## config.mk

```make
export PLATFORM = sky130hd
export DESIGN_NAME = ur_uart
export DESIGN_NICKNAME = d
export VERILOG_FILES = /design/src/pkg/ur_pkg.sv /design/src/design/ur_uart.sv
export SDC_FILE = /design/constraint.sdc
export NUM_CORES = 1
export LEC_CHECK = 0
export BUFFER_PORTS_ARGS = -buffer_cell sky130_fd_sc_hd__buf_4
export CORE_AREA = 4 4 214 216
export DETAILED_ROUTE_END_ITERATION = 16
export DIE_AREA = 0 0 218 220
export GPL_ROUTABILITY_DRIVEN = 0
export PLACE_DENSITY = 0.67
export SLEW_MARGIN = 25
export SYNTH_ARGS = -nofsm -noshare
export SYNTH_HDL_FRONTEND = slang
export SYNTH_HIERARCHICAL = 1
export SYNTH_SLANG_ARGS = --single-unit
```

## constraint.sdc

```tcl
create_clock -name clk -period 5.2 [get_ports clk]
set_input_delay 0.78 -clock clk [delete_from_list [all_inputs] [get_ports clk]]
set_output_delay 0.78 -clock clk [all_outputs]
set_load 0.03 [all_outputs]
```

## src/pkg/ur_pkg.sv

```systemverilog
package ur_pkg;
  // register offsets from the port base
  localparam logic [2:0] OFF_DATA = 3'h0;
  localparam logic [2:0] OFF_IER = 3'h1;
  localparam logic [2:0] OFF_FCR = 3'h2;
  localparam logic [2:0] OFF_LCR = 3'h3;
  localparam logic [2:0] OFF_MCR = 3'h4;
  localparam logic [2:0] OFF_LSR = 3'h5;
  localparam logic [2:0] OFF_MSR = 3'h6;
  localparam logic [2:0] OFF_SCR = 3'h7;
  // field positions
  localparam int DIVISOR_ACCESS_SELECT_BIT = 7;
  localparam int STOP2_BIT = 2;
  localparam int PAR_EN_BIT = 3;
  localparam int PAR_EVEN_BIT = 4;
  localparam int FCR_EN_BIT = 0;
  localparam int FCR_RXCLR_BIT = 1;
  localparam int FCR_TXCLR_BIT = 2;
  // values after reset
  localparam logic [15:0] DIVISOR_RST = 16'h000C;
  localparam logic [7:0] LCR_RST = 8'h00;
  localparam logic [7:0] IER_RST = 8'h00;
  localparam logic [7:0] MCR_RST = 8'h00;
  localparam logic [7:0] SCR_RST = 8'h00;
  // receive trigger levels in characters
  localparam logic [4:0] TRIG_1 = 5'h01;
  localparam logic [4:0] TRIG_4 = 5'h04;
  localparam logic [4:0] TRIG_8 = 5'h08;
  localparam logic [4:0] TRIG_14 = 5'h0E;
  // timing: baud = base rate / divisor, sampled at 16x
  localparam int CLK_HZ = 100_000_000;
  localparam int BASE_BAUD = 115200;
  localparam int OVERSAMPLE = 16;
  localparam int ACC_W = 27;
  localparam logic [ACC_W-1:0] REF_STEP = ACC_W'(BASE_BAUD * OVERSAMPLE);
  localparam logic [ACC_W-1:0] CLK_STEP = ACC_W'(CLK_HZ);
  localparam logic [3:0] HALF_BIT = 4'h7;
  localparam logic [3:0] FULL_BIT = 4'hF;
  // buffering
  localparam int FIFO_DEPTH = 16;
  localparam int CNT_W = 5;

  typedef enum {TX_IDLE, TX_START, TX_DATA, TX_PARITY, TX_STOP} ur_tx_e;
  typedef enum {RX_IDLE, RX_START, RX_DATA, RX_PARITY, RX_STOP} ur_rx_e;

  // one received character with its line errors
  typedef struct packed {
    logic brk;
    logic frameErr;
    logic parErr;
    logic [7:0] data;
  } ur_rxchar_s;
endpackage : ur_pkg

```

## src/design/ur_uart.sv

```systemverilog
// Overview of operation
// RULE1: line config bit 7 selects divisor access
// RULE2: offset 0 read pops oldest received char
// RULE3: offset 0 write queues char for sending
// RULE4: selector set: offsets 0/1 reach divisor
// RULE5: baud equals 115200 over the divisor
// RULE6: offset 1 bits 0-3 enable interrupt sources
// RULE7: fifo control enables, flushes receive, flushes transmit
// RULE8: bits 7:6 pick trigger 1/4/8/14
// RULE9: line config bits 1:0 give 5-8 bits
// RULE10: modem control bit0 DTR, bit1 RTS
// RULE11: status bits 0-4: ready, overrun, parity, framing, break
// RULE12: status bit5 holding empty, bit6 shifter empty
// RULE13: status bit7 while errored char in fifo
// RULE14: modem status 0-3 record input changes
// RULE15: modem status 4-7 show input levels
// RULE16: offset 7 scratch byte reads back
// RULE17: eight-bit registers at offsets from base
// RULE18: host places ports at 3F8h and 2F8h
// RULE19: start bit, data lsb first, stop bits
// RULE20: status reads clear change and error flags
`timescale 1ns/1ns

module ur_fifo #(
  parameter int WIDTH = 8,
  parameter int DEPTH = 16
) (
  input wire logic clk,
  input wire logic rstn,
  input wire logic flush,
  input wire logic inValid,
  output logic inReady,
  input wire logic [WIDTH-1:0] inData,
  output logic outValid,
  input wire logic outReady,
  output logic [WIDTH-1:0] outData,
  output logic [$clog2(DEPTH):0] count
);
  localparam int AW = $clog2(DEPTH);
  logic [WIDTH-1:0] mem [DEPTH];
  logic [AW-1:0] wrPtr;
  logic [AW-1:0] rdPtr;
  logic push;
  logic pop;

  assign inReady = (count != (AW+1)'(DEPTH));
  assign outValid = (count != '0);
  assign outData = mem[rdPtr];
  assign push = inValid && inReady;
  assign pop = outValid && outReady;

  // storage has no reset; only pointers matter
  always_ff @(posedge clk) begin
    if (push) begin
      mem[wrPtr] <= inData;
    end
  end

  // pointers and occupancy
  always_ff @(posedge clk or negedge rstn) begin
    if (!rstn) begin
      wrPtr <= '0;
      rdPtr <= '0;
      count <= '0;
    end else if (flush) begin
      wrPtr <= '0;
      rdPtr <= '0;
      count <= '0;
    end else begin
      if (push) wrPtr <= wrPtr + 1'b1;
      if (pop) rdPtr <= rdPtr + 1'b1;
      if (push && !pop) count <= count + 1'b1;
      else if (pop && !push) count <= count - 1'b1;
    end
  end
endmodule : ur_fifo

module ur_uart (
  input wire logic clk,
  input wire logic rstn,
  input wire logic [2:0] addr,
  input wire logic [7:0] wdata,
  input wire logic wrEn,
  input wire logic rdEn,
  output logic [7:0] rdata,
  output logic irq,
  output logic txd,
  input wire logic rxd,
  input wire logic ctsN,
  input wire logic dsrN,
  input wire logic riN,
  input wire logic dcdN,
  output logic dtrN,
  output logic rtsN
);
  localparam int CW = ur_pkg::CNT_W;
  logic [7:0] line_control, ier, modem_control, scratch;
  logic [15:0] divisor;
  logic fifoEn;
  logic [1:0] trigSel;
  logic divisor_access_select;
  logic [4:0] syncA, syncB;
  logic rxS;
  logic [3:0] msrLvl, msrPrev, msrDelta, next_msrDelta;
  logic [3:0] lsrFlags, newFlags;
  logic [ur_pkg::ACC_W-1:0] acc;
  logic refTick, baudTick;
  logic [15:0] divCnt, divLimit;
  logic txInValid, txInReady, txOutValid, txPop;
  logic [7:0] txOutData;
  logic [CW-1:0] txCount, rxCount, errCnt;
  logic rxPush, rxAccept, rxInReady, rxOutValid, rxPop, rxFlush, txFlush;
  ur_pkg::ur_rxchar_s rxEntry, rxHead;
  ur_pkg::ur_tx_e txState;
  ur_pkg::ur_rx_e rxState;
  logic [7:0] txShift, rxShift, wordMask, rxData;
  logic [2:0] txBit, rxBit;
  logic [3:0] txTick, rxTick;
  logic txPar, rxParBit, txStop2;
  logic [4:0] trigLevel;
  logic rxHit, thrEmpty, tsrEmpty, wrData, rdData, rdLsr, rdMsr;

  assign divisor_access_select = line_control[ur_pkg::DIVISOR_ACCESS_SELECT_BIT]; // RULE1
  assign wrData = wrEn && addr == ur_pkg::OFF_DATA && !divisor_access_select;
  assign rdData = rdEn && addr == ur_pkg::OFF_DATA && !divisor_access_select;
  assign rdLsr = rdEn && addr == ur_pkg::OFF_LSR;
  assign rdMsr = rdEn && addr == ur_pkg::OFF_MSR;
  assign wordMask = 8'hFF >> (2'd3 - line_control[1:0]); // RULE9

  // pins from the far side pass two flops before use
  always_ff @(posedge clk or negedge rstn) begin
    if (!rstn) begin
      syncA <= 5'h1F;
      syncB <= 5'h1F;
    end else begin
      syncA <= {dcdN, riN, dsrN, ctsN, rxd};
      syncB <= syncA;
    end
  end
  assign rxS = syncB[0];
  assign msrLvl = ~syncB[4:1];

  // writable registers; divisor shares offsets 0/1 with data and enables
  always_ff @(posedge clk or negedge rstn) begin
    if (!rstn) begin
      line_control <= ur_pkg::LCR_RST;
      ier <= ur_pkg::IER_RST;
      modem_control <= ur_pkg::MCR_RST;
      scratch <= ur_pkg::SCR_RST;
      divisor <= ur_pkg::DIVISOR_RST;
      fifoEn <= 1'b0;
      trigSel <= 2'b00;
    end else if (wrEn) begin
      unique case (addr)
        ur_pkg::OFF_DATA: if (divisor_access_select) divisor[7:0] <= wdata; // RULE4
        ur_pkg::OFF_IER: begin
          if (divisor_access_select) divisor[15:8] <= wdata; // RULE4
          else ier <= {4'h0, wdata[3:0]}; // RULE6
        end
        ur_pkg::OFF_FCR: begin
          fifoEn <= wdata[ur_pkg::FCR_EN_BIT]; // RULE7
          trigSel <= wdata[7:6]; // RULE8
        end
        ur_pkg::OFF_LCR: line_control <= wdata;
        ur_pkg::OFF_MCR: modem_control <= {6'h00, wdata[1:0]};
        ur_pkg::OFF_SCR: scratch <= wdata; // RULE16
        default: ;
      endcase
    end
  end

  // a change of fifo mode also empties both queues
  assign rxFlush = wrEn && addr == ur_pkg::OFF_FCR
    && (wdata[ur_pkg::FCR_RXCLR_BIT] || wdata[ur_pkg::FCR_EN_BIT] != fifoEn); // RULE7
  assign txFlush = wrEn && addr == ur_pkg::OFF_FCR
    && (wdata[ur_pkg::FCR_TXCLR_BIT] || wdata[ur_pkg::FCR_EN_BIT] != fifoEn); // RULE7

  // modem outputs are active low on the pins
  always_ff @(posedge clk or negedge rstn) begin
    if (!rstn) begin
      dtrN <= 1'b1;
      rtsN <= 1'b1;
    end else begin
      dtrN <= ~modem_control[0]; // RULE10
      rtsN <= ~modem_control[1]; // RULE10
    end
  end

  // 16x reference at base rate by phase accumulator, then divisor
  always_ff @(posedge clk or negedge rstn) begin
    if (!rstn) begin
      acc <= '0;
      refTick <= 1'b0;
    end else if (acc + ur_pkg::REF_STEP >= ur_pkg::CLK_STEP) begin
      acc <= acc + ur_pkg::REF_STEP - ur_pkg::CLK_STEP;
      refTick <= 1'b1;
    end else begin
      acc <= acc + ur_pkg::REF_STEP;
      refTick <= 1'b0;
    end
  end
  // a zero divisor runs as one rather than stopping the line
  assign divLimit = (divisor == 16'h0000) ? 16'h0000 : divisor - 16'h0001;
  always_ff @(posedge clk or negedge rstn) begin
    if (!rstn) begin
      divCnt <= '0;
    end else if (refTick) begin
      divCnt <= (divCnt >= divLimit) ? 16'h0000 : divCnt + 16'h0001; // RULE5
    end
  end
  assign baudTick = refTick && divCnt >= divLimit; // RULE5

  // without fifos each queue holds a single character
  assign txInValid = wrData && (fifoEn ? txInReady : txCount == '0); // RULE3
  ur_fifo #(.WIDTH(8), .DEPTH(ur_pkg::FIFO_DEPTH)) txFifo (
    .clk(clk), .rstn(rstn), .flush(txFlush),
    .inValid(txInValid), .inReady(txInReady), .inData(wdata),
    .outValid(txOutValid), .outReady(txState == ur_pkg::TX_IDLE),
    .outData(txOutData), .count(txCount)
  );
  assign txPop = txOutValid && txState == ur_pkg::TX_IDLE;

  // transmitter stalls the fifo until the previous frame ends
  always_ff @(posedge clk or negedge rstn) begin
    if (!rstn) begin
      txState <= ur_pkg::TX_IDLE;
      txd <= 1'b1;
      txShift <= 8'h00;
      txBit <= 3'h0;
      txTick <= 4'h0;
      txPar <= 1'b0;
      txStop2 <= 1'b0;
    end else begin
      if (baudTick) txTick <= txTick + 4'h1;
      unique case (txState)
        ur_pkg::TX_IDLE: if (txPop) begin
          txState <= ur_pkg::TX_START;
          txd <= 1'b0; // RULE19
          txShift <= txOutData & wordMask;
          txPar <= (^(txOutData & wordMask)) ^ ~line_control[ur_pkg::PAR_EVEN_BIT];
          txTick <= 4'h0;
          txBit <= 3'h0;
          txStop2 <= 1'b0;
        end
        ur_pkg::TX_START: if (baudTick && txTick == ur_pkg::FULL_BIT) begin
          txState <= ur_pkg::TX_DATA;
          txd <= txShift[0]; // RULE19
        end
        ur_pkg::TX_DATA: if (baudTick && txTick == ur_pkg::FULL_BIT) begin
          if (txBit == {1'b1, line_control[1:0]}) begin
            txState <= line_control[ur_pkg::PAR_EN_BIT] ? ur_pkg::TX_PARITY : ur_pkg::TX_STOP;
            txd <= line_control[ur_pkg::PAR_EN_BIT] ? txPar : 1'b1;
          end else begin
            txd <= txShift[1];
            txShift <= txShift >> 1;
            txBit <= txBit + 3'h1;
          end
        end
        ur_pkg::TX_PARITY: if (baudTick && txTick == ur_pkg::FULL_BIT) begin
          txState <= ur_pkg::TX_STOP;
          txd <= 1'b1; // RULE19
        end
        ur_pkg::TX_STOP: if (baudTick && txTick == ur_pkg::FULL_BIT) begin
          if (line_control[ur_pkg::STOP2_BIT] && !txStop2) txStop2 <= 1'b1;
          else txState <= ur_pkg::TX_IDLE;
        end
      endcase
    end
  end
  assign thrEmpty = (txCount == '0); // RULE12
  assign tsrEmpty = thrEmpty && txState == ur_pkg::TX_IDLE; // RULE12

  // receiver: confirm start at mid bit, then sample each bit centre
  always_ff @(posedge clk or negedge rstn) begin
    if (!rstn) begin
      rxState <= ur_pkg::RX_IDLE;
      rxShift <= 8'h00;
      rxBit <= 3'h0;
      rxTick <= 4'h0;
      rxParBit <= 1'b0;
      rxPush <= 1'b0;
    end else begin
      rxPush <= 1'b0;
      if (baudTick) rxTick <= rxTick + 4'h1;
      unique case (rxState)
        ur_pkg::RX_IDLE: if (!rxS) begin
          rxState <= ur_pkg::RX_START;
          rxTick <= 4'h0;
        end
        ur_pkg::RX_START: if (baudTick && rxTick == ur_pkg::HALF_BIT) begin
          rxState <= rxS ? ur_pkg::RX_IDLE : ur_pkg::RX_DATA;
          rxTick <= 4'h0;
          rxBit <= 3'h0;
        end
        ur_pkg::RX_DATA: if (baudTick && rxTick == ur_pkg::FULL_BIT) begin
          rxShift <= {rxS, rxShift[7:1]};
          rxBit <= rxBit + 3'h1;
          if (rxBit == {1'b1, line_control[1:0]}) begin // RULE9
            rxState <= line_control[ur_pkg::PAR_EN_BIT] ? ur_pkg::RX_PARITY : ur_pkg::RX_STOP;
          end
        end
        ur_pkg::RX_PARITY: if (baudTick && rxTick == ur_pkg::FULL_BIT) begin
          rxParBit <= rxS;
          rxState <= ur_pkg::RX_STOP;
        end
        ur_pkg::RX_STOP: if (baudTick && rxTick == ur_pkg::FULL_BIT) begin
          rxPush <= 1'b1;
          rxState <= ur_pkg::RX_IDLE;
        end
      endcase
    end
  end

  // the stop sample is still on the line when rxPush fires
  assign rxData = rxShift >> (2'd3 - line_control[1:0]);
  always_comb begin
    rxEntry.data = rxData;
    rxEntry.frameErr = !rxS;
    rxEntry.parErr = line_control[ur_pkg::PAR_EN_BIT]
      && (rxParBit != ((^rxData) ^ ~line_control[ur_pkg::PAR_EVEN_BIT]));
    rxEntry.brk = !rxS && rxData == 8'h00
      && (!line_control[ur_pkg::PAR_EN_BIT] || !rxParBit);
  end
  assign rxAccept = fifoEn ? rxInReady : rxCount == '0;
  assign rxPop = rdData && rxOutValid; // RULE2

  ur_fifo #(.WIDTH(11), .DEPTH(ur_pkg::FIFO_DEPTH)) rxFifo (
    .clk(clk), .rstn(rstn), .flush(rxFlush),
    .inValid(rxPush && rxAccept), .inReady(rxInReady), .inData(rxEntry),
    .outValid(rxOutValid), .outReady(rdData), .outData(rxHead),
    .count(rxCount)
  );

  // errored characters held in the fifo, for the summary flag
  always_ff @(posedge clk or negedge rstn) begin
    if (!rstn) begin
      errCnt <= '0;
    end else if (rxFlush) begin
      errCnt <= '0;
    end else begin
      errCnt <= errCnt
        + CW'(rxPush && rxAccept && (rxEntry.parErr || rxEntry.frameErr || rxEntry.brk))
        - CW'(rxPop && (rxHead.parErr || rxHead.frameErr || rxHead.brk)); // RULE13
    end
  end

  // sticky line errors; a new event beats a clearing read
  assign newFlags = {rxPush && rxAccept && rxEntry.brk,
                     rxPush && rxAccept && rxEntry.frameErr,
                     rxPush && rxAccept && rxEntry.parErr,
                     rxPush && !rxAccept}; // RULE11
  always_ff @(posedge clk or negedge rstn) begin
    if (!rstn) begin
      lsrFlags <= 4'h0;
    end else begin
      lsrFlags <= (rdLsr ? 4'h0 : lsrFlags) | newFlags; // RULE20
    end
  end

  // modem input changes; ring records only its trailing edge
  always_comb begin
    next_msrDelta = rdMsr ? 4'h0 : msrDelta; // RULE20
    next_msrDelta[0] = next_msrDelta[0] | (msrLvl[0] ^ msrPrev[0]); // RULE14
    next_msrDelta[1] = next_msrDelta[1] | (msrLvl[1] ^ msrPrev[1]);
    next_msrDelta[2] = next_msrDelta[2] | (msrPrev[2] & ~msrLvl[2]);
    next_msrDelta[3] = next_msrDelta[3] | (msrLvl[3] ^ msrPrev[3]);
  end
  always_ff @(posedge clk or negedge rstn) begin
    if (!rstn) begin
      msrPrev <= 4'h0;
      msrDelta <= 4'h0;
    end else begin
      msrPrev <= msrLvl;
      msrDelta <= next_msrDelta;
    end
  end

  // receive trigger level
  always_comb begin
    unique case (trigSel)
      2'b00: trigLevel = ur_pkg::TRIG_1;
      2'b01: trigLevel = ur_pkg::TRIG_4;
      2'b10: trigLevel = ur_pkg::TRIG_8;
      2'b11: trigLevel = ur_pkg::TRIG_14;
    endcase
  end
  assign rxHit = fifoEn ? rxCount >= trigLevel : rxCount != '0; // RULE8

  // single request line from the four enabled sources
  always_ff @(posedge clk or negedge rstn) begin
    if (!rstn) begin
      irq <= 1'b0;
    end else begin
      irq <= (ier[0] && rxHit) || (ier[1] && thrEmpty)
        || (ier[2] && lsrFlags != 4'h0) || (ier[3] && msrDelta != 4'h0); // RULE6
    end
  end

  // read data is registered; reads have side effects only on offsets 0,5,6
  always_ff @(posedge clk or negedge rstn) begin
    if (!rstn) begin
      rdata <= 8'h00;
    end else if (rdEn) begin
      unique case (addr) // RULE17
        ur_pkg::OFF_DATA: rdata <= divisor_access_select ? divisor[7:0] : rxHead.data; // RULE2
        ur_pkg::OFF_IER: rdata <= divisor_access_select ? divisor[15:8] : ier; // RULE4
        ur_pkg::OFF_FCR: rdata <= {fifoEn, fifoEn, 5'h00, ~irq};
        ur_pkg::OFF_LCR: rdata <= line_control;
        ur_pkg::OFF_MCR: rdata <= modem_control;
        ur_pkg::OFF_LSR: rdata <= {errCnt != '0, tsrEmpty, thrEmpty,
                                   lsrFlags, rxCount != '0}; // RULE11
        ur_pkg::OFF_MSR: rdata <= {msrLvl, msrDelta}; // RULE15
        ur_pkg::OFF_SCR: rdata <= scratch;
      endcase
    end
  end
endmodule : ur_uart

```

==> report_table.html <==
<table>
<tr><th>Metric</th><th>Value</th></tr>
<tr><th colspan="2">Worst setup path</th></tr>
<tr><td>Kind of cell adding the most delay to the critical path</td><td>simple AND/OR/NAND/NOR gates</td></tr>
<tr><td>Kind of launch point of the worst setup path</td><td>flip-flop</td></tr>
<tr><td>Slowest stage cell, crit path</td><td>or4_1</td></tr>
<tr><td>Critical path start-end classification</td><td>flip-flop to flip-flop</td></tr>
<tr><td>Worst reg2reg path depth</td><td>13</td></tr>
<tr><td>Critical Path, Cell by Cell</td><td>or4_1 -&gt; nor4_1 -&gt; nor2b_1 -&gt; nand4b_1 -&gt; and2_1 -&gt; ha_1 -&gt; nand2b_1 -&gt; a21oi_1 -&gt; o21ai_0 -&gt; a211o_1 -&gt; nand2_1 -&gt; o21ai_2 -&gt; mux2_2</td></tr>
<tr><td>Top fanout value on the critical path</td><td>16</td></tr>
<tr><td>Signal arrival time at the worst endpoint</td><td>approximately 5100 ps</td></tr>
<tr><td>Element type at the critical path end</td><td>flip-flop</td></tr>
<tr><td>Delay of the slowest cell on the worst path</td><td>roughly 600 ps</td></tr>
<tr><td>Required arrival time at the worst endpoint</td><td>about 5700 ps</td></tr>
<tr><td>Reg2reg start</td><td>divisor[9]$_DFFE_PN0P_</td></tr>
<tr><td>Levels on crit path</td><td>13</td></tr>
<tr><td>Worst path bufs/invs</td><td>0</td></tr>
<tr><td>Startpoint of the most critical setup path</td><td>divisor[9]$_DFFE_PN0P_</td></tr>
<tr><th colspan="2">GRT</th></tr>
<tr><td>First-pass GRT wire length</td><td>~77 mm</td></tr>
<tr><td>Antenna violations before repair</td><td>2</td></tr>
<tr><td>Pin count of the biggest net entering global routing</td><td>between 100 and 150</td></tr>
<tr><td>Global-route usage over all layers</td><td>0.208</td></tr>
<tr><td>Gr ovfl total</td><td>0</td></tr>
<tr><td>Number of global-route vias before repair</td><td>13400</td></tr>
<tr><th colspan="2">Finish</th></tr>
<tr><td>Non-filler cells in the finished layout</td><td>2274</td></tr>
<tr><td>NumNets Final</td><td>around 1700</td></tr>
<tr><td>Layout overhead on the synthesized area</td><td>11.0%</td></tr>
<tr><td>Share of post-route cells with drive strength above 1</td><td>0.203</td></tr>
<tr><th colspan="2">Timing</th></tr>
<tr><td>Sum of negative setup slack</td><td>0 ps</td></tr>
<tr><td>Least-Margin Pin Slew</td><td>between 900 and 1000 ps</td></tr>
<tr><td>Final setup violation count</td><td>0</td></tr>
<tr><td>Final Hold Violating Endpoints</td><td>0</td></tr>
<tr><td>Number of pins with negative max-slew slack in the final report</td><td>0</td></tr>
<tr><td>Final critical-path setup slack</td><td>between 500 and 600 ps</td></tr>
<tr><td>Worst clock skew</td><td>approximately 34 ps</td></tr>
<tr><td>RSZ-0062 raised after global routing</td><td>false</td></tr>
<tr><td>Fin Hold WS</td><td>approximately 190 ps</td></tr>
<tr><td>Final worst path period share</td><td>0.899</td></tr>
<tr><td>Final period demand of the worst path</td><td>between 4000 and 5000 ps</td></tr>
<tr><td>Max Freq</td><td>around 210 MHz</td></tr>
<tr><td>Relative slew slack</td><td>0.358</td></tr>
<tr><th colspan="2">Synthesis</th></tr>
<tr><td>Netlist area before placement</td><td>0.0227 mm2</td></tr>
<tr><td>Net count after synthesis</td><td>roughly 1700</td></tr>
<tr><td>Count of state elements after synthesis</td><td>between 400 and 500</td></tr>
<tr><td>Part of the Yosys area used for sequential elements</td><td>0.603</td></tr>
<tr><td>Ys async rst share</td><td>0.374</td></tr>
<tr><td>Most used flip-flop cell after synthesis</td><td>edfxtp_1</td></tr>
<tr><td>Synth warnings</td><td>6</td></tr>
<tr><td>Number of flops mapped to enable cells by yosys</td><td>around 300</td></tr>
<tr><td>Count of mapped cells out of synthesis</td><td>1593</td></tr>
<tr><td>Avg Synthesized Cell Area</td><td>14.3 um2</td></tr>
<tr><td>Number of distinct library cell variants in the gate-level netlist after synthesis</td><td>85</td></tr>
<tr><th colspan="2">Clocking</th></tr>
<tr><td>Clock transition time at the flip-flop clock pins of the worst setup and hold paths</td><td>about 60 ps</td></tr>
<tr><td>TritonCTS buffer count</td><td>49</td></tr>
<tr><td>Resize count post-CTS</td><td>0</td></tr>
<tr><td>Worst skew pair latency</td><td>approximately 600 ps</td></tr>
<tr><td>Max clock buf depth</td><td>3</td></tr>
<tr><td>Post-cts hold buffer count</td><td>0</td></tr>
<tr><td>Max H-tree Level</td><td>2</td></tr>
<tr><td>Buffers inserted by post-CTS timing repair</td><td>0</td></tr>
<tr><td>Root Driver</td><td>clkbuf_16</td></tr>
<tr><td>Clock tree from TritonCTS</td><td>built</td></tr>
<tr><td>Clk sinks</td><td>approximately 490</td></tr>
<tr><th colspan="2">Drt</th></tr>
<tr><td>Vias post-DR</td><td>around 13000</td></tr>
<tr><td>DRC violations left</td><td>0</td></tr>
<tr><td>Detailed-route wire length</td><td>about 49 mm</td></tr>
<tr><td>Remaining antenna violation count after routing</td><td>0</td></tr>
<tr><td>Via density per instance</td><td>slightly below 6</td></tr>
<tr><td>Average wire length per cell after detail routing</td><td>about 22 um</td></tr>
<tr><td>First-pass iteration count of the detailed router</td><td>5</td></tr>
<tr><td>Initial drt markers</td><td>slightly below 1000</td></tr>
<tr><th colspan="2">Placement</th></tr>
<tr><td>Pre-CTS WS</td><td>approximately 570 ps</td></tr>
<tr><td>Number of buffers inserted by port buffering</td><td>31</td></tr>
<tr><td>Inst Count DP</td><td>2181</td></tr>
<tr><td>Detail Placement HPWL</td><td>between 30 and 40 mm</td></tr>
<tr><th colspan="2">Floorplan</th></tr>
<tr><td>Die span in x</td><td>between 200 and 250 um</td></tr>
<tr><td>Placement row count</td><td>77</td></tr>
<tr><td>Die ar.</td><td>around 0.048 mm2</td></tr>
<tr><td>Initial core utilization</td><td>0.517</td></tr>
<tr><td>Total I/O pin count</td><td>32</td></tr>
<tr><td>Height of the die</td><td>220 um</td></tr>
<tr><td>Area of the core region</td><td>0.0439 mm2</td></tr>
<tr><th colspan="2">Flow run</th></tr>
<tr><td>Max-cap violation count</td><td>0</td></tr>
<tr><th colspan="2">Worst hold path</th></tr>
<tr><td>Type of the tightest min-delay check</td><td>primary input to asynchronous set/reset pin</td></tr>
<tr><th colspan="2">Status</th></tr>
<tr><td>Status</td><td>finished clean</td></tr>
<tr><th colspan="2">Power and ir drop</th></tr>
<tr><td>Power per cell area</td><td>roughly 420 mW/mm2</td></tr>
<tr><td>Leakage power total</td><td>approximately 0.0093 uW</td></tr>
<tr><td>Largest vdd supply drop</td><td>0.295 mV</td></tr>
</table>
-- synthesized netlist by cell type (4+ instances only) --
library cell    n  share of area
nor2_1        117          0.019
ha_1           59          0.033
buf_6           7         0.0035
o211ai_1        7         0.0023
mux4_1         30          0.035
dfstp_2        15          0.017
o21a_1          4         0.0013
mux4_2         65          0.064
a22o_1          9         0.0035
a221oi_1        6         0.0023
nand3b_1        5         0.0017
xnor2_1        53          0.020
o21ai_0        50          0.011
mux2_2         79          0.039
o22ai_1         4         0.0011
edfxtp_1      304           0.40
nand3_1        40         0.0088
buf_2          10         0.0022
or4_1           4         0.0013
nor4_1          8         0.0022
a21boi_0        4         0.0013
a211oi_1       11         0.0036
a41oi_1         5         0.0019
nor3_1         21         0.0046
nor2b_1        19         0.0052
a31oi_1         9         0.0025
inv_1          59         0.0098
mux2i_1        25          0.011
nand4_1        16         0.0044
nand2_1       124          0.020
a21o_1          7         0.0023
xor2_1         41          0.016
nand2b_1       14         0.0039
and2_1          6         0.0017
or2_2           6         0.0017
and3_1         12         0.0033
buf_1           6        0.00099
or3_1           4         0.0011
a21oi_1        48          0.011
clkbuf_1       44         0.0073
o41ai_1         5         0.0019
dfrtp_1       167           0.18
-- power breakdown --
| part | internal, uW | switching, uW |
|---|---|---|
| Sequential | 4410 | 443 |
| Combinational | 1190 | 1140 |
| Clock | 1930 | 1500 |
-- per-stage QoR --
stage,utilization,power [uW],area [um2]
2_1_floorplan,-,6610,22700
3_3_place_gp,0.538,7210,23600
3_5_place_dp,0.538,7270,23600
4_1_cts,0.574,10700,25200
5_1_grt,0.574,11100,25200
6_report,0.574,10600,25200
-- final timing paths --
kind                                               end  slack, ps
setup reg to reg                txShift[4]$_DFFE_PN0P_        530
setup / recovery                txShift[4]$_DFFE_PN0P_        530
hold / removal                  txShift[2]$_DFFE_PN0P_        190
hold reg to reg                     syncB[0]$_DFF_PN1_        360
max in group asynchronous  rxFifo/rdPtr[0]$_DFFE_PN0P_       3930
min in group clk                    syncA[0]$_DFF_PN1_        290
-- layout make-up --
class                      instances  area, um2
fill                            3513      18700
sequential                       486      13700
multi-input combinational        975       8440
clock buffer                      67       1340
tap                              592        741
timing repair buffer              67        522
inverter                          61        234
clock inverter                    25        225
antenna                            1       2.50
-- routing by layer --
metal	up-vias	wire length, um	GRT usage
met1	6780	20800	0.288
met3	102	2460	0.0310
met2	330	23900	0.338
met4	2	1690	0.0771
met5	-	13	0
li1	6090	-	-
-- cells by family after synthesis --
kind of cell,Yosys count,synth area share
AO/OA/AOI/OAI,200,0.0585
XOR/XNOR,95,0.0370
adder cells (fa/ha/maj),62,0.0352
buffers and inverters,132,0.0264
flip-flops,486,0.603
multiplexers,199,0.149
AND/OR/NAND/NOR,419,0.0902
-- registers in the layout (all words and copies together), names as in the netlist, 8 cells and up --
| register | flops |
|---|---|
| rxShift | 8 |
| divisor | 16 |
| rxFifo/mem | 176 |
| txShift | 8 |
| acc | 19 |
| txFifo/mem | 128 |
| rdata | 8 |
| line_control | 8 |
| divCnt | 16 |
| scratch | 8 |
-- cells in the final DEF (no fill, tap or decap), types with 7 or more instances in the layout --
cell,count
nor4_1,8
a211oi_1,10
clkinv_2,13
xnor2_1,53
nand2_1,124
o21ai_0,50
edfxtp_1,304
mux2i_1,25
dfrtp_1,165
nand4_1,16
xor2_1,41
nor2b_1,19
mux2_2,79
nand3_1,40
inv_1,59
ha_1,59
clkbuf_16,49
nor3_1,17
mux4_1,30
a21oi_1,48
a21o_1,7
a22o_1,9
o211ai_1,7
and3_1,12
nor2_1,117
clkbuf_1,13
a31oi_1,9
mux4_2,65
dfstp_2,15
buf_4,65
nand2b_1,14
Power figures use the tool's default switching activity.
